**src/logic/wfd_pkg.sv**
```systemverilog
// Shared constants and types of the wake frame detector
package wfd_pkg;
	// Register indices; byte address is four times the index
	localparam logic [15:0] IDX_BASIC_CONTROL = 16'h0000;
	localparam logic [15:0] IDX_INT_ENABLE = 16'h0012;
	localparam logic [15:0] IDX_INT_STATUS = 16'h0013;
	localparam logic [15:0] IDX_WAKE_CONTROL = 16'h4000;
	localparam logic [15:0] IDX_WAKE_MODE = 16'h4003;
	localparam logic [15:0] IDX_ADDR_LOW = 16'h4004;
	localparam logic [15:0] IDX_ADDR_MID = 16'h4005;
	localparam logic [15:0] IDX_ADDR_HIGH = 16'h4006;
	localparam logic [15:0] IDX_EVT_STATUS = 16'h4020;
	localparam logic [15:0] IDX_EVT_MASK = 16'h4021;
	// Field positions
	localparam int BIT_MAC_PORT_ISOLATION = 10;
	localparam int BIT_WAKE_IRQ = 6;
	localparam int BIT_WAKE_EN = 2;
	localparam int BIT_PULSE_MODE = 7;
	localparam int BIT_WIDTH_LO = 8;
	localparam int EVT_WAKE = 0;
	localparam int EVT_REJECT = 1;
	// Reset values
	localparam logic [15:0] RST_REG16 = 16'h0000;
	localparam logic [1:0] RST_EVT = 2'h0;
	// Frame pattern figures
	localparam logic [7:0] SYNC_BYTE = 8'hFF;
	localparam logic [2:0] SYNC_LEN = 3'h6;
	localparam logic [2:0] ADDR_LAST = 3'h5;
	localparam logic [3:0] REP_LAST = 4'hF;
	localparam logic [10:0] MIN_FRAME = 11'h040;
	// Timing
	localparam int CLK_PERIOD_NS = 8;
	localparam int PULSE_UNIT_NS = 64;
	localparam int PULSE_UNIT_CYC = (PULSE_UNIT_NS + CLK_PERIOD_NS - 1) / CLK_PERIOD_NS;
	// AXI responses
	localparam logic [1:0] RESP_OKAY = 2'h0;
	localparam logic [1:0] RESP_SLVERR = 2'h2;

	typedef enum logic [0:0] {
		SCAN_SYNC,
		SCAN_ADDR
	} wfd_scan_t;
endpackage

```
**src/logic/wfd_sync.sv**
```systemverilog
// Two flip-flop synchroniser for pin inputs
`timescale 1ns/1ps
module wfd_sync #(
	parameter int W = 1
) (
	input wire logic aclk, // Clock
	input wire logic aresetn, // Synchronous reset, active low
	input wire logic [W-1:0] d, // Asynchronous inputs
	output logic [W-1:0] q // Synchronised outputs
);
	logic [W-1:0] meta;

	// First stage feeds only the second stage
	always_ff @(posedge aclk) begin
		if (!aresetn) begin
			meta <= '0;
			q <= '0;
		end else begin
			meta <= d;
			q <= meta;
		end
	end
endmodule

```
**src/logic/wfd_pulse.sv**
```systemverilog
// Programmable width pulse timer for the wake indication
`timescale 1ns/1ps
module wfd_pulse #(
	parameter int CW = 8
) (
	input wire logic aclk, // Clock
	input wire logic aresetn, // Synchronous reset, active low
	input wire logic start, // Restart the pulse
	input wire logic [1:0] width_sel, // Width code
	output logic busy // High while the pulse runs
);
	logic [CW-1:0] count;
	logic [CW-1:0] width;

	// Width doubles with each code step
	always_comb begin
		width = CW'(wfd_pkg::PULSE_UNIT_CYC) << width_sel;
	end

	// Down counter; a new start restarts the full width
	always_ff @(posedge aclk) begin
		if (!aresetn) begin
			count <= '0;
			busy <= 1'b0;
		end else if (start) begin
			count <= width - CW'(1);
			busy <= 1'b1;
		end else begin
			if (count != '0) begin
				count <= count - CW'(1);
			end
			busy <= (count != '0);
		end
	end
endmodule

```
**src/logic/wfd_top.sv**
```systemverilog
// Wake frame detector with AXI4-Lite registers and MAC-side isolation
//
// Decided for this implementation: the AXI4-Lite interface to the registers.
`timescale 1ns/1ps
module wfd_top #(
	parameter int AW = 18
) (
	input wire logic aclk, // Clock, 125 MHz
	input wire logic aresetn, // Synchronous reset, active low
	input wire logic [AW-1:0] s_axi_awaddr, // Write address
	input wire logic s_axi_awvalid, // Write address valid
	output logic s_axi_awready, // Write address ready
	input wire logic [31:0] s_axi_wdata, // Write data
	input wire logic [3:0] s_axi_wstrb, // Write strobes
	input wire logic s_axi_wvalid, // Write data valid
	output logic s_axi_wready, // Write data ready
	output logic [1:0] s_axi_bresp, // Write response
	output logic s_axi_bvalid, // Write response valid
	input wire logic s_axi_bready, // Write response ready
	input wire logic [AW-1:0] s_axi_araddr, // Read address
	input wire logic s_axi_arvalid, // Read address valid
	output logic s_axi_arready, // Read address ready
	output logic [31:0] s_axi_rdata, // Read data
	output logic [1:0] s_axi_rresp, // Read response
	output logic s_axi_rvalid, // Read data valid
	input wire logic s_axi_rready, // Read data ready
	input wire logic rx_byte_valid, // Received byte strobe
	input wire logic [7:0] rx_byte, // Received byte
	input wire logic rx_frame_end, // End of frame pulse
	input wire logic rx_crc_ok, // Frame check good, with end pulse
	input wire logic [3:0] rx_nibble_in, // Receive nibble to MAC
	input wire logic rx_dv_in, // Receive valid to MAC
	output logic [3:0] mac_rxd, // MAC receive data pins
	output logic mac_rx_dv, // MAC receive valid pin
	output logic mac_rx_oe, // Output enable of MAC pins
	input wire logic [3:0] mac_txd, // MAC transmit data pins
	input wire logic mac_tx_en, // MAC transmit enable pin
	output logic [3:0] tx_nibble_out, // Transmit nibble to core
	output logic tx_en_out, // Transmit enable to core
	input wire logic wake_strap_pad, // Strap pad level
	input wire logic led_state_in, // LED drive from status logic
	output logic first_led_pin, // LED or wake indication, active low wake
	output logic general_phy_irq_out, // General PHY interrupt, active low
	output logic irq // Event interrupt, active high
);
	typedef struct packed {
		logic [15:0] basic_control;
		logic [15:0] int_enable;
		logic [15:0] int_status;
		logic [15:0] wake_control;
		logic [15:0] wake_mode;
		logic [15:0] addr_low;
		logic [15:0] addr_mid;
		logic [15:0] addr_high;
		logic [1:0] evt_status;
		logic [1:0] evt_mask;
		logic aw_got;
		logic [15:0] aw_idx;
		logic w_got;
		logic [31:0] wdata;
		logic [3:0] wstrb;
		logic awready;
		logic wready;
		logic bvalid;
		logic [1:0] bresp;
		logic arready;
		logic rvalid;
		logic [1:0] rresp;
		logic [31:0] rdata;
		wfd_pkg::wfd_scan_t scan;
		logic [2:0] ff_run;
		logic [2:0] byte_idx;
		logic [3:0] rep;
		logic found;
		logic [10:0] len;
		logic [1:0] strap_wait;
		logic strap_wake;
		logic wake_level;
		logic wake_irq_n;
		logic gen_irq_n;
		logic led;
		logic irq;
		logic [3:0] mac_rxd;
		logic mac_rx_dv;
		logic mac_rx_oe;
		logic [3:0] tx_nibble;
		logic tx_en;
	} wfd_state_t;

	wfd_state_t r;
	wfd_state_t n;
	logic [5:0] pins_sync;
	logic pulse_busy;
	logic wake_event;

	// Index is decoded the same way for reads and writes
	function automatic logic reg_known(input logic [15:0] idx);
		reg_known = (idx == wfd_pkg::IDX_BASIC_CONTROL) || (idx == wfd_pkg::IDX_INT_ENABLE) ||
			(idx == wfd_pkg::IDX_INT_STATUS) || (idx == wfd_pkg::IDX_WAKE_CONTROL) ||
			(idx == wfd_pkg::IDX_WAKE_MODE) || (idx == wfd_pkg::IDX_ADDR_LOW) ||
			(idx == wfd_pkg::IDX_ADDR_MID) || (idx == wfd_pkg::IDX_ADDR_HIGH) ||
			(idx == wfd_pkg::IDX_EVT_STATUS) || (idx == wfd_pkg::IDX_EVT_MASK);
	endfunction

	// Byte lanes of a 16-bit register
	function automatic logic [15:0] apply_strb(input logic [15:0] old, input logic [31:0] d,
			input logic [3:0] s);
		apply_strb = {s[1] ? d[15:8] : old[15:8], s[0] ? d[7:0] : old[7:0]};
	endfunction

	// address registers, bytes in transmission order
	function automatic logic [7:0] addr_byte(input wfd_state_t s, input logic [2:0] i);
		unique case (i)
			3'h0: addr_byte = s.addr_low[7:0];
			3'h1: addr_byte = s.addr_low[15:8];
			3'h2: addr_byte = s.addr_mid[7:0];
			3'h3: addr_byte = s.addr_mid[15:8];
			3'h4: addr_byte = s.addr_high[7:0];
			default: addr_byte = s.addr_high[15:8];
		endcase
	endfunction

	// Pin inputs pass two flops before use
	wfd_sync #(
		.W(6)
	) u_sync (
		.aclk(aclk),
		.aresetn(aresetn),
		.d({wake_strap_pad, mac_tx_en, mac_txd}),
		.q(pins_sync)
	);

	wfd_pulse #(
		.CW(8)
	) u_pulse (
		.aclk(aclk),
		.aresetn(aresetn),
		.start(wake_event && r.wake_mode[wfd_pkg::BIT_PULSE_MODE]),
		.width_sel(r.wake_mode[wfd_pkg::BIT_WIDTH_LO+1:wfd_pkg::BIT_WIDTH_LO]),
		.busy(pulse_busy)
	);

	// frame qualifies only with good CRC and minimum length
	always_comb begin
		wake_event = rx_frame_end && r.found && rx_crc_ok && (r.len >= wfd_pkg::MIN_FRAME) &&
			r.wake_control[wfd_pkg::BIT_WAKE_EN];
	end

	// Next state: bus slave, scanner, interrupts and pins
	always_comb begin
		logic [7:0] exp_byte;
		logic rd_take;
		logic [15:0] ar_idx;
		exp_byte = addr_byte(r, r.byte_idx);
		ar_idx = s_axi_araddr[17:2];
		rd_take = s_axi_arvalid && r.arready;
		n = r;

		// Write address and data are taken in either order
		if (s_axi_awvalid && r.awready) begin
			n.aw_got = 1'b1;
			n.aw_idx = s_axi_awaddr[17:2];
		end
		if (s_axi_wvalid && r.wready) begin
			n.w_got = 1'b1;
			n.wdata = s_axi_wdata;
			n.wstrb = s_axi_wstrb;
		end
		if (r.bvalid && s_axi_bready) begin
			n.bvalid = 1'b0;
		end
		if (r.aw_got && r.w_got && !r.bvalid) begin
			n.aw_got = 1'b0;
			n.w_got = 1'b0;
			n.bvalid = 1'b1;
			n.bresp = reg_known(r.aw_idx) ? wfd_pkg::RESP_OKAY : wfd_pkg::RESP_SLVERR;
			unique case (r.aw_idx)
				wfd_pkg::IDX_BASIC_CONTROL: n.basic_control = apply_strb(r.basic_control,
					r.wdata, r.wstrb);
				wfd_pkg::IDX_INT_ENABLE: n.int_enable = apply_strb(r.int_enable, r.wdata, r.wstrb);
				wfd_pkg::IDX_WAKE_CONTROL: n.wake_control = apply_strb(r.wake_control,
					r.wdata, r.wstrb);
				wfd_pkg::IDX_WAKE_MODE: n.wake_mode = apply_strb(r.wake_mode, r.wdata, r.wstrb);
				wfd_pkg::IDX_ADDR_LOW: n.addr_low = apply_strb(r.addr_low, r.wdata, r.wstrb);
				wfd_pkg::IDX_ADDR_MID: n.addr_mid = apply_strb(r.addr_mid, r.wdata, r.wstrb);
				wfd_pkg::IDX_ADDR_HIGH: n.addr_high = apply_strb(r.addr_high, r.wdata, r.wstrb);
				wfd_pkg::IDX_EVT_MASK: n.evt_mask = r.wstrb[0] ? r.wdata[1:0] : r.evt_mask;
				wfd_pkg::IDX_EVT_STATUS: n.evt_status = r.wstrb[0] ?
					(r.evt_status & ~r.wdata[1:0]) : r.evt_status;
				default: n.bresp = n.bresp; // Unmapped or read-only: no store
			endcase
		end

		// Read channel; one read outstanding
		if (r.rvalid && s_axi_rready) begin
			n.rvalid = 1'b0;
		end
		if (rd_take) begin
			n.rvalid = 1'b1;
			n.rresp = reg_known(ar_idx) ? wfd_pkg::RESP_OKAY : wfd_pkg::RESP_SLVERR;
			unique case (ar_idx)
				wfd_pkg::IDX_BASIC_CONTROL: n.rdata = {16'h0000, r.basic_control};
				wfd_pkg::IDX_INT_ENABLE: n.rdata = {16'h0000, r.int_enable};
				wfd_pkg::IDX_INT_STATUS: n.rdata = {16'h0000, r.int_status};
				wfd_pkg::IDX_WAKE_CONTROL: n.rdata = {16'h0000, r.wake_control};
				wfd_pkg::IDX_WAKE_MODE: n.rdata = {16'h0000, r.wake_mode};
				wfd_pkg::IDX_ADDR_LOW: n.rdata = {16'h0000, r.addr_low};
				wfd_pkg::IDX_ADDR_MID: n.rdata = {16'h0000, r.addr_mid};
				wfd_pkg::IDX_ADDR_HIGH: n.rdata = {16'h0000, r.addr_high};
				wfd_pkg::IDX_EVT_STATUS: n.rdata = {30'h00000000, r.evt_status};
				wfd_pkg::IDX_EVT_MASK: n.rdata = {30'h00000000, r.evt_mask};
				default: n.rdata = 32'h00000000;
			endcase
		end

		if (rd_take && (ar_idx == wfd_pkg::IDX_INT_STATUS)) begin
			n.int_status[wfd_pkg::BIT_WAKE_IRQ] = 1'b0;
		end
		// A wake in the same cycle as the read wins over the clear
		if (wake_event) begin
			n.int_status[wfd_pkg::BIT_WAKE_IRQ] = 1'b1;
		end

		// byte scanner, restarted for each frame
		if (rx_byte_valid) begin
			n.len = (r.len == 11'h7FF) ? r.len : r.len + 11'h001;
			unique case (r.scan)
				wfd_pkg::SCAN_SYNC: begin
					if (rx_byte == wfd_pkg::SYNC_BYTE) begin
						n.ff_run = (r.ff_run == wfd_pkg::SYNC_LEN) ? r.ff_run : r.ff_run + 3'h1;
					end else if (r.ff_run == wfd_pkg::SYNC_LEN && rx_byte == addr_byte(r, 3'h0)) begin
						n.scan = wfd_pkg::SCAN_ADDR;
						n.byte_idx = 3'h1;
						n.rep = 4'h0;
					end else begin
						n.ff_run = 3'h0;
					end
				end
				wfd_pkg::SCAN_ADDR: begin
					if (rx_byte != exp_byte) begin
						n.scan = wfd_pkg::SCAN_SYNC;
						n.ff_run = (rx_byte == wfd_pkg::SYNC_BYTE) ? 3'h1 : 3'h0;
					end else if (r.byte_idx != wfd_pkg::ADDR_LAST) begin
						n.byte_idx = r.byte_idx + 3'h1;
					end else if (r.rep != wfd_pkg::REP_LAST) begin
						n.byte_idx = 3'h0;
						n.rep = r.rep + 4'h1;
					end else begin
						n.found = 1'b1;
						n.scan = wfd_pkg::SCAN_SYNC;
						n.ff_run = 3'h0;
					end
				end
			endcase
		end
		// disabled or frame over: scanner back to idle
		if (rx_frame_end || !r.wake_control[wfd_pkg::BIT_WAKE_EN]) begin
			n.scan = wfd_pkg::SCAN_SYNC;
			n.ff_run = 3'h0;
			n.byte_idx = 3'h0;
			n.rep = 4'h0;
			n.found = 1'b0;
			n.len = 11'h000;
		end

		// level latches until detection is disabled
		if (!r.wake_control[wfd_pkg::BIT_WAKE_EN]) begin
			n.wake_level = 1'b0;
		end
		if (wake_event && !r.wake_mode[wfd_pkg::BIT_PULSE_MODE]) begin
			n.wake_level = 1'b1;
		end
		n.wake_irq_n = r.wake_mode[wfd_pkg::BIT_PULSE_MODE] ? !pulse_busy : !r.wake_level;
		// wired-AND; level mode cannot be read-cleared
		n.gen_irq_n = !(r.int_enable[wfd_pkg::BIT_WAKE_IRQ] &&
			(r.wake_mode[wfd_pkg::BIT_PULSE_MODE] ? r.int_status[wfd_pkg::BIT_WAKE_IRQ] :
			r.wake_level));

		// Sticky events, write one to clear, set wins
		if (wake_event) begin
			n.evt_status[wfd_pkg::EVT_WAKE] = 1'b1;
		end
		if (rx_frame_end && r.found && !wake_event) begin
			n.evt_status[wfd_pkg::EVT_REJECT] = 1'b1;
		end
		n.irq = |(r.evt_status & r.evt_mask);

		// strap caught once synchroniser has settled after reset
		if (r.strap_wait != 2'h3) begin
			n.strap_wait = r.strap_wait + 2'h1;
			n.strap_wake = pins_sync[5];
		end
		n.led = r.strap_wake ? r.wake_irq_n : led_state_in;

		// isolation floats MAC outputs and drops MAC inputs
		n.mac_rx_oe = !r.basic_control[wfd_pkg::BIT_MAC_PORT_ISOLATION];
		n.mac_rxd = r.basic_control[wfd_pkg::BIT_MAC_PORT_ISOLATION] ? 4'h0 : rx_nibble_in;
		n.mac_rx_dv = r.basic_control[wfd_pkg::BIT_MAC_PORT_ISOLATION] ? 1'b0 : rx_dv_in;
		n.tx_nibble = r.basic_control[wfd_pkg::BIT_MAC_PORT_ISOLATION] ? 4'h0 : pins_sync[3:0];
		n.tx_en = r.basic_control[wfd_pkg::BIT_MAC_PORT_ISOLATION] ? 1'b0 : pins_sync[4];

		// Ready flags registered so every output comes from a flop
		n.awready = !n.aw_got && !n.bvalid;
		n.wready = !n.w_got && !n.bvalid;
		n.arready = !n.rvalid;
	end

	// State register; reset puts everything at its idle value
	always_ff @(posedge aclk) begin
		if (!aresetn) begin
			r <= '0;
			r.basic_control <= wfd_pkg::RST_REG16;
			r.int_enable <= wfd_pkg::RST_REG16;
			r.int_status <= wfd_pkg::RST_REG16;
			r.wake_control <= wfd_pkg::RST_REG16;
			r.wake_mode <= wfd_pkg::RST_REG16;
			r.evt_status <= wfd_pkg::RST_EVT;
			r.evt_mask <= wfd_pkg::RST_EVT;
			r.scan <= wfd_pkg::SCAN_SYNC;
			r.wake_irq_n <= 1'b1;
			r.gen_irq_n <= 1'b1;
			r.led <= 1'b0;
		end else begin
			r <= n;
		end
	end

	// Port drives
	assign s_axi_awready = r.awready;
	assign s_axi_wready = r.wready;
	assign s_axi_bvalid = r.bvalid;
	assign s_axi_bresp = r.bresp;
	assign s_axi_arready = r.arready;
	assign s_axi_rvalid = r.rvalid;
	assign s_axi_rresp = r.rresp;
	assign s_axi_rdata = r.rdata;
	assign mac_rxd = r.mac_rxd;
	assign mac_rx_dv = r.mac_rx_dv;
	assign mac_rx_oe = r.mac_rx_oe;
	assign tx_nibble_out = r.tx_nibble;
	assign tx_en_out = r.tx_en;
	assign first_led_pin = r.led;
	assign general_phy_irq_out = r.gen_irq_n;
	assign irq = r.irq;
endmodule

```
**config.mk**
```make
export PLATFORM = sky130hd
export DESIGN_NAME = wfd_top
export DESIGN_NICKNAME = d
export VERILOG_FILES = /design/src/logic/wfd_pkg.sv /design/src/logic/wfd_sync.sv /design/src/logic/wfd_pulse.sv /design/src/logic/wfd_top.sv
export SDC_FILE = /design/constraint.sdc
export NUM_CORES = 1
export LEC_CHECK = 0
export ABC_AREA = 1
export BUFFER_PORTS_ARGS = -buffer_cell sky130_fd_sc_hd__buf_2
export CAP_MARGIN = 20
export CORE_MARGIN = 3
export CORE_UTILIZATION = 57
export CTS_CLUSTER_SIZE = 14
export DETAILED_ROUTE_END_ITERATION = 10
export PLACE_DENSITY = 0.79
export SLEW_MARGIN = 20
export SYNTH_ARGS = -nofsm -noshare
export SYNTH_HDL_FRONTEND = slang
export SYNTH_SLANG_ARGS = --single-unit
```
**constraint.sdc**
```tcl
create_clock -name aclk -period 2.55 [get_ports aclk]
set_clock_uncertainty 0.15 [all_clocks]
set_input_delay 0.6375 -clock aclk [delete_from_list [all_inputs] [get_ports aclk]]
set_output_delay 0.6375 -clock aclk [all_outputs]
set_load 0.02 [all_outputs]
```
==> run summary <==
The flow ran to the end, and the final reports show no timing, DRC or antenna violations. In this run, the number of DRC markers left after iteration 0 of detailed routing was 721. The critical path goes through or2_1, nor3_1, nand2b_1, nor2_1, inv_1, nor2_1, nand2_1, o21ai_0, a21oi_1. Leaving out fill and tap cells, the most frequent cell in the layout is inv_1. The async set or reset register ratio after synthesis was 0. The library cells used most frequently in the layout, excluding fill and tap cells, are inv_1 (249), dfxtp_1 (237), nand2_1 (182). Of all cell types, the one taking the most synthesized area is dfxtp_1. The synthesized instance count is 1,527, and the fraction of layout instances using a drive strength above 1 is 0.143. Die boundary width: 145 um.

Number of buffers inserted by port buffering: 116. The via count of the routed design was 10,300; the number of inserted diodes was 0. The power density relative to cell area is 658 nW/um^2, and the half-perimeter wire length after detailed placement is 20.3 mm. The tools report the total clock buffers created by CTS as 25. The layer with the highest usage after global routing was met2. In the synthesized netlist the dominant register cell turns out to be dfxtp_1. The filler cells instantiated in the layout total 1,574. The kind of cell with the highest combined delay along the critical path is simple AND/OR/NAND/NOR gates. The hold violation total from the final report came out at 0. The clock passes through at most 3 buffers.

TritonCTS built the clock tree. At the worst endpoint, the required time is 2.78 ns. Clock network fraction of total power: 0.437.

After detailed routing, the average wire length per cell comes to 15.2 um. The worst slack at placement was 0.0620 ns; the final weighted congestion of routability-driven global placement was 0.977. The power dissipated by switching net loads came out at 0.00200 W. The sequential element share of the synthesized area was 0.437. Setup repair after global routing could not meet its margin everywhere. The share of total power in sequential cells was 0.477; the arrival time reported for the critical path endpoint was 2.59 ns. Number of pins exceeding their max-slew limit in the final report: 0. The share of total power in combinational logic came out at 0.086.

The initial standard-cell utilization of the core was 0.583; the via count of the first global-routing pass was 9,574. The area enclosed by the die boundary was 20,900 um^2; the number of endpoints failing setup at the final stage was 0. Static timing analysis puts the maximum clock frequency at 0.424 GHz.

Aggregate global-route resource usage: 0.269. By startpoint and endpoint, the worst setup path is classified as reg -> reg. In this run the standard cell core region covers 18,800 um^2. Entering global routing, the biggest net connects 157 pins. By area the synthesized netlist is led by dfxtp_1 (44%), inv_1 (8.5%), o21ai_0 (7.8%). In this run the remaining antenna-violating nets after routing total 0.

Category of the worst setup path launch point: a flip-flop. The floorplan has 50 rows. The clock reaches the later pin of the worst-skew pair after 0.51 ns. The tools report the global-route track usage on met3 as 0.0450. Height of the die: 145 um.

The boundary pin count is 157. The run gives 0 as the initial antenna violation count. The run gives 0 as the number of max-cap violations. The global-route met1 utilization is 0.353, and the net switching share of the total power is 0.242. For this run, the number of Yosys warnings is 0. In this run, synthesis inferred 0 flip-flops with an integrated enable.

The most numerous cell on the critical path was nor2_1. The clock transition at the registers of the reported paths is 0.06 ns. For this run, the number of standard cells in the final layout without fillers is 1,876. The run gives 0 as the number of hold buffers added after cts. The fraction of synthesized cell area taken by the top area cell type is 0.437. The cell leakage power was 5.35 nW. The critical path capture point type is a flip-flop. The synthesized netlist occupies a cell area of 11,000 um^2. At the pin with the least slew margin, the transition time is 0.566 ns.

The stage delay of the slowest cell on the critical path is 0.37 ns. A synthesized cell averages 7.17 um^2. Cell internal power was estimated by the tool at 0.00628 W.

The final net count came out at 1,736. In this run the worst path has a maximum fanout of 16. The fraction of the cycle the final worst path needs is 0.926. The residual DRC count came out at 0.

For the wire length of the first global-routing pass, the log shows 46.0 mm. The logs give 0 for the total overflow reported by the global router and 0.164 ns for the worst slack on hold paths. After detailed routing, the total wire length is 28.6 mm. The slowest stage of the critical path is the nand2_1 cell. The run gives 0.457 as the met2 layer usage reported by global route. Class of the most critical hold timing path: in -> reg. The tree is rooted in a clkbuf_16.

For this run, the detailed router's first-pass iteration total came to 5. The number of clock sinks is 239. The count of placed standard cells including taps came out at 1,830. Headroom to the max-slew limit: 0.623. Setup slack closes at 0.189 ns. In this run, distinct cell masters in the synthesized netlist total 44.

Minimum period implied by the final worst setup slack: 2.36 ns. Using the TritonRoute via totals, the vias-per-cell ratio works out to 5.47. The number of buffer and inverter instances along the worst setup path works out to 1. The number of levels the H-tree was split into is 1, and the layout overhead on the synthesized area is 15.0%. IR analysis of the VDD net gives a maximum drop of 0.559 mV. After synthesis the netlist holds a flip-flop and latch count of 239.
-- sequential cells by signal, indices dropped and copies added (netlist names), 4 cells and up --
register       count
u_sync.meta        6
mac_rxd            4
s_axi_rdata       16
u_pulse.count      8
tx_nibble_out      4
u_sync.q           6
r                181
-- worst min-delay path: cells and delay by family --
family                 cells  cell delay (ns)
buffers and inverters      2             0.11
and+or+nand+nor            1             0.04
-- area by class of cell --
| cell class | instances | area (um^2) | area share |
|---|---|---|---|
| inverter | 257 | 973 | 0.0773 |
| timing repair buffer | 161 | 1020 | 0.0809 |
| tap | 234 | 293 | 0.0233 |
| sequential | 239 | 4790 | 0.380 |
| clock buffer | 34 | 719 | 0.0571 |
| clock inverter | 9 | 98.8 | 0.00785 |
| multi-input combinational | 942 | 4700 | 0.373 |
-- repair_timing --
item / CTS / global route
hold endpoints to repair: 0 / 0
endpoints found under the setup margin: 0 / 16
gates resized for setup: 0 / 20
setup buffers: 0 / 3
-- final timing paths --
check	start	depth (start not counted)	slack, ns	to
worst max-delay path	r[132]$_SDFFE_PN0P_	9	0.19	r[194]$_SDFFE_PN0P_
worst min-delay path	mac_txd[0]	3	0.16	u_sync.meta[0]$_SDFF_PN0_
worst max register to register	r[132]$_SDFFE_PN0P_	9	0.19	r[194]$_SDFFE_PN0P_
worst min register to register	u_sync.q[1]$_SDFF_PN0_	2	0.26	tx_nibble_out[1]$_SDFF_PP0_
-- synth_stat cells, drive strengths merged (2+ instances only) --
library cell	n
xnor2	6
or2	5
clkbuf	49
clkinv	5
o2111ai	2
o41ai	2
o21ai	171
xor2	6
nand2b	2
nor2	165
nor4	5
buf	57
nor3	21
inv	252
nand2	190
a31oi	2
o22ai	45
nand4	39
a211oi	13
dfxtp	239
nand3	60
o31ai	14
a21oi	164
ha	8
-- per-stage QoR --
stage | area (um^2) | util | TNS, ns | power (W)
finish | 12600 | 0.671 | 0 | 0.00828
global route | 12600 | 0.671 | -0.106 | 0.00860
CTS | 12500 | 0.666 | 0 | 0.00831
detailed placement | 11700 | 0.622 | 0 | 0.00473
global placement | 11700 | 0.622 | 0 | 0.00470
floorplan | 11000 | - | 0 | 0.00452
-- layer usage --
layer | wire length, um | up-vias
met1 | 12200 | 4633
met3 | 2370 | 64
met2 | 13300 | 419
li1 | - | 5138
met5 | 0 | -
met4 | 770 | 0
-- cells by family (layout without fill, tap and decap cells) --
family	Yosys count	count (layout)	share of synthesized area
AND/OR/NAND/NOR	488	488	0.196
AO/OA/AOI/OAI	416	416	0.204
buffers and inverters	363	461	0.143
flip-flops	239	239	0.437
XOR/XNOR	12	12	0.00960
adder cells (fa/ha/maj)	8	8	0.00914
other	1	18	0.000342
-- power groups by stage --
stage	registers [W]	clock network (W)	logic, W
after floorplan	0.00400	0	0.000514
after global placement	0.00402	0	0.000680
final	0.00395	0.00362	0.000714
after CTS	0.00394	0.00366	0.000711
after global routing	0.00396	0.00383	0.000810
after detailed placement	0.00403	0	0.000703
Power figures use the tool's default switching activity.
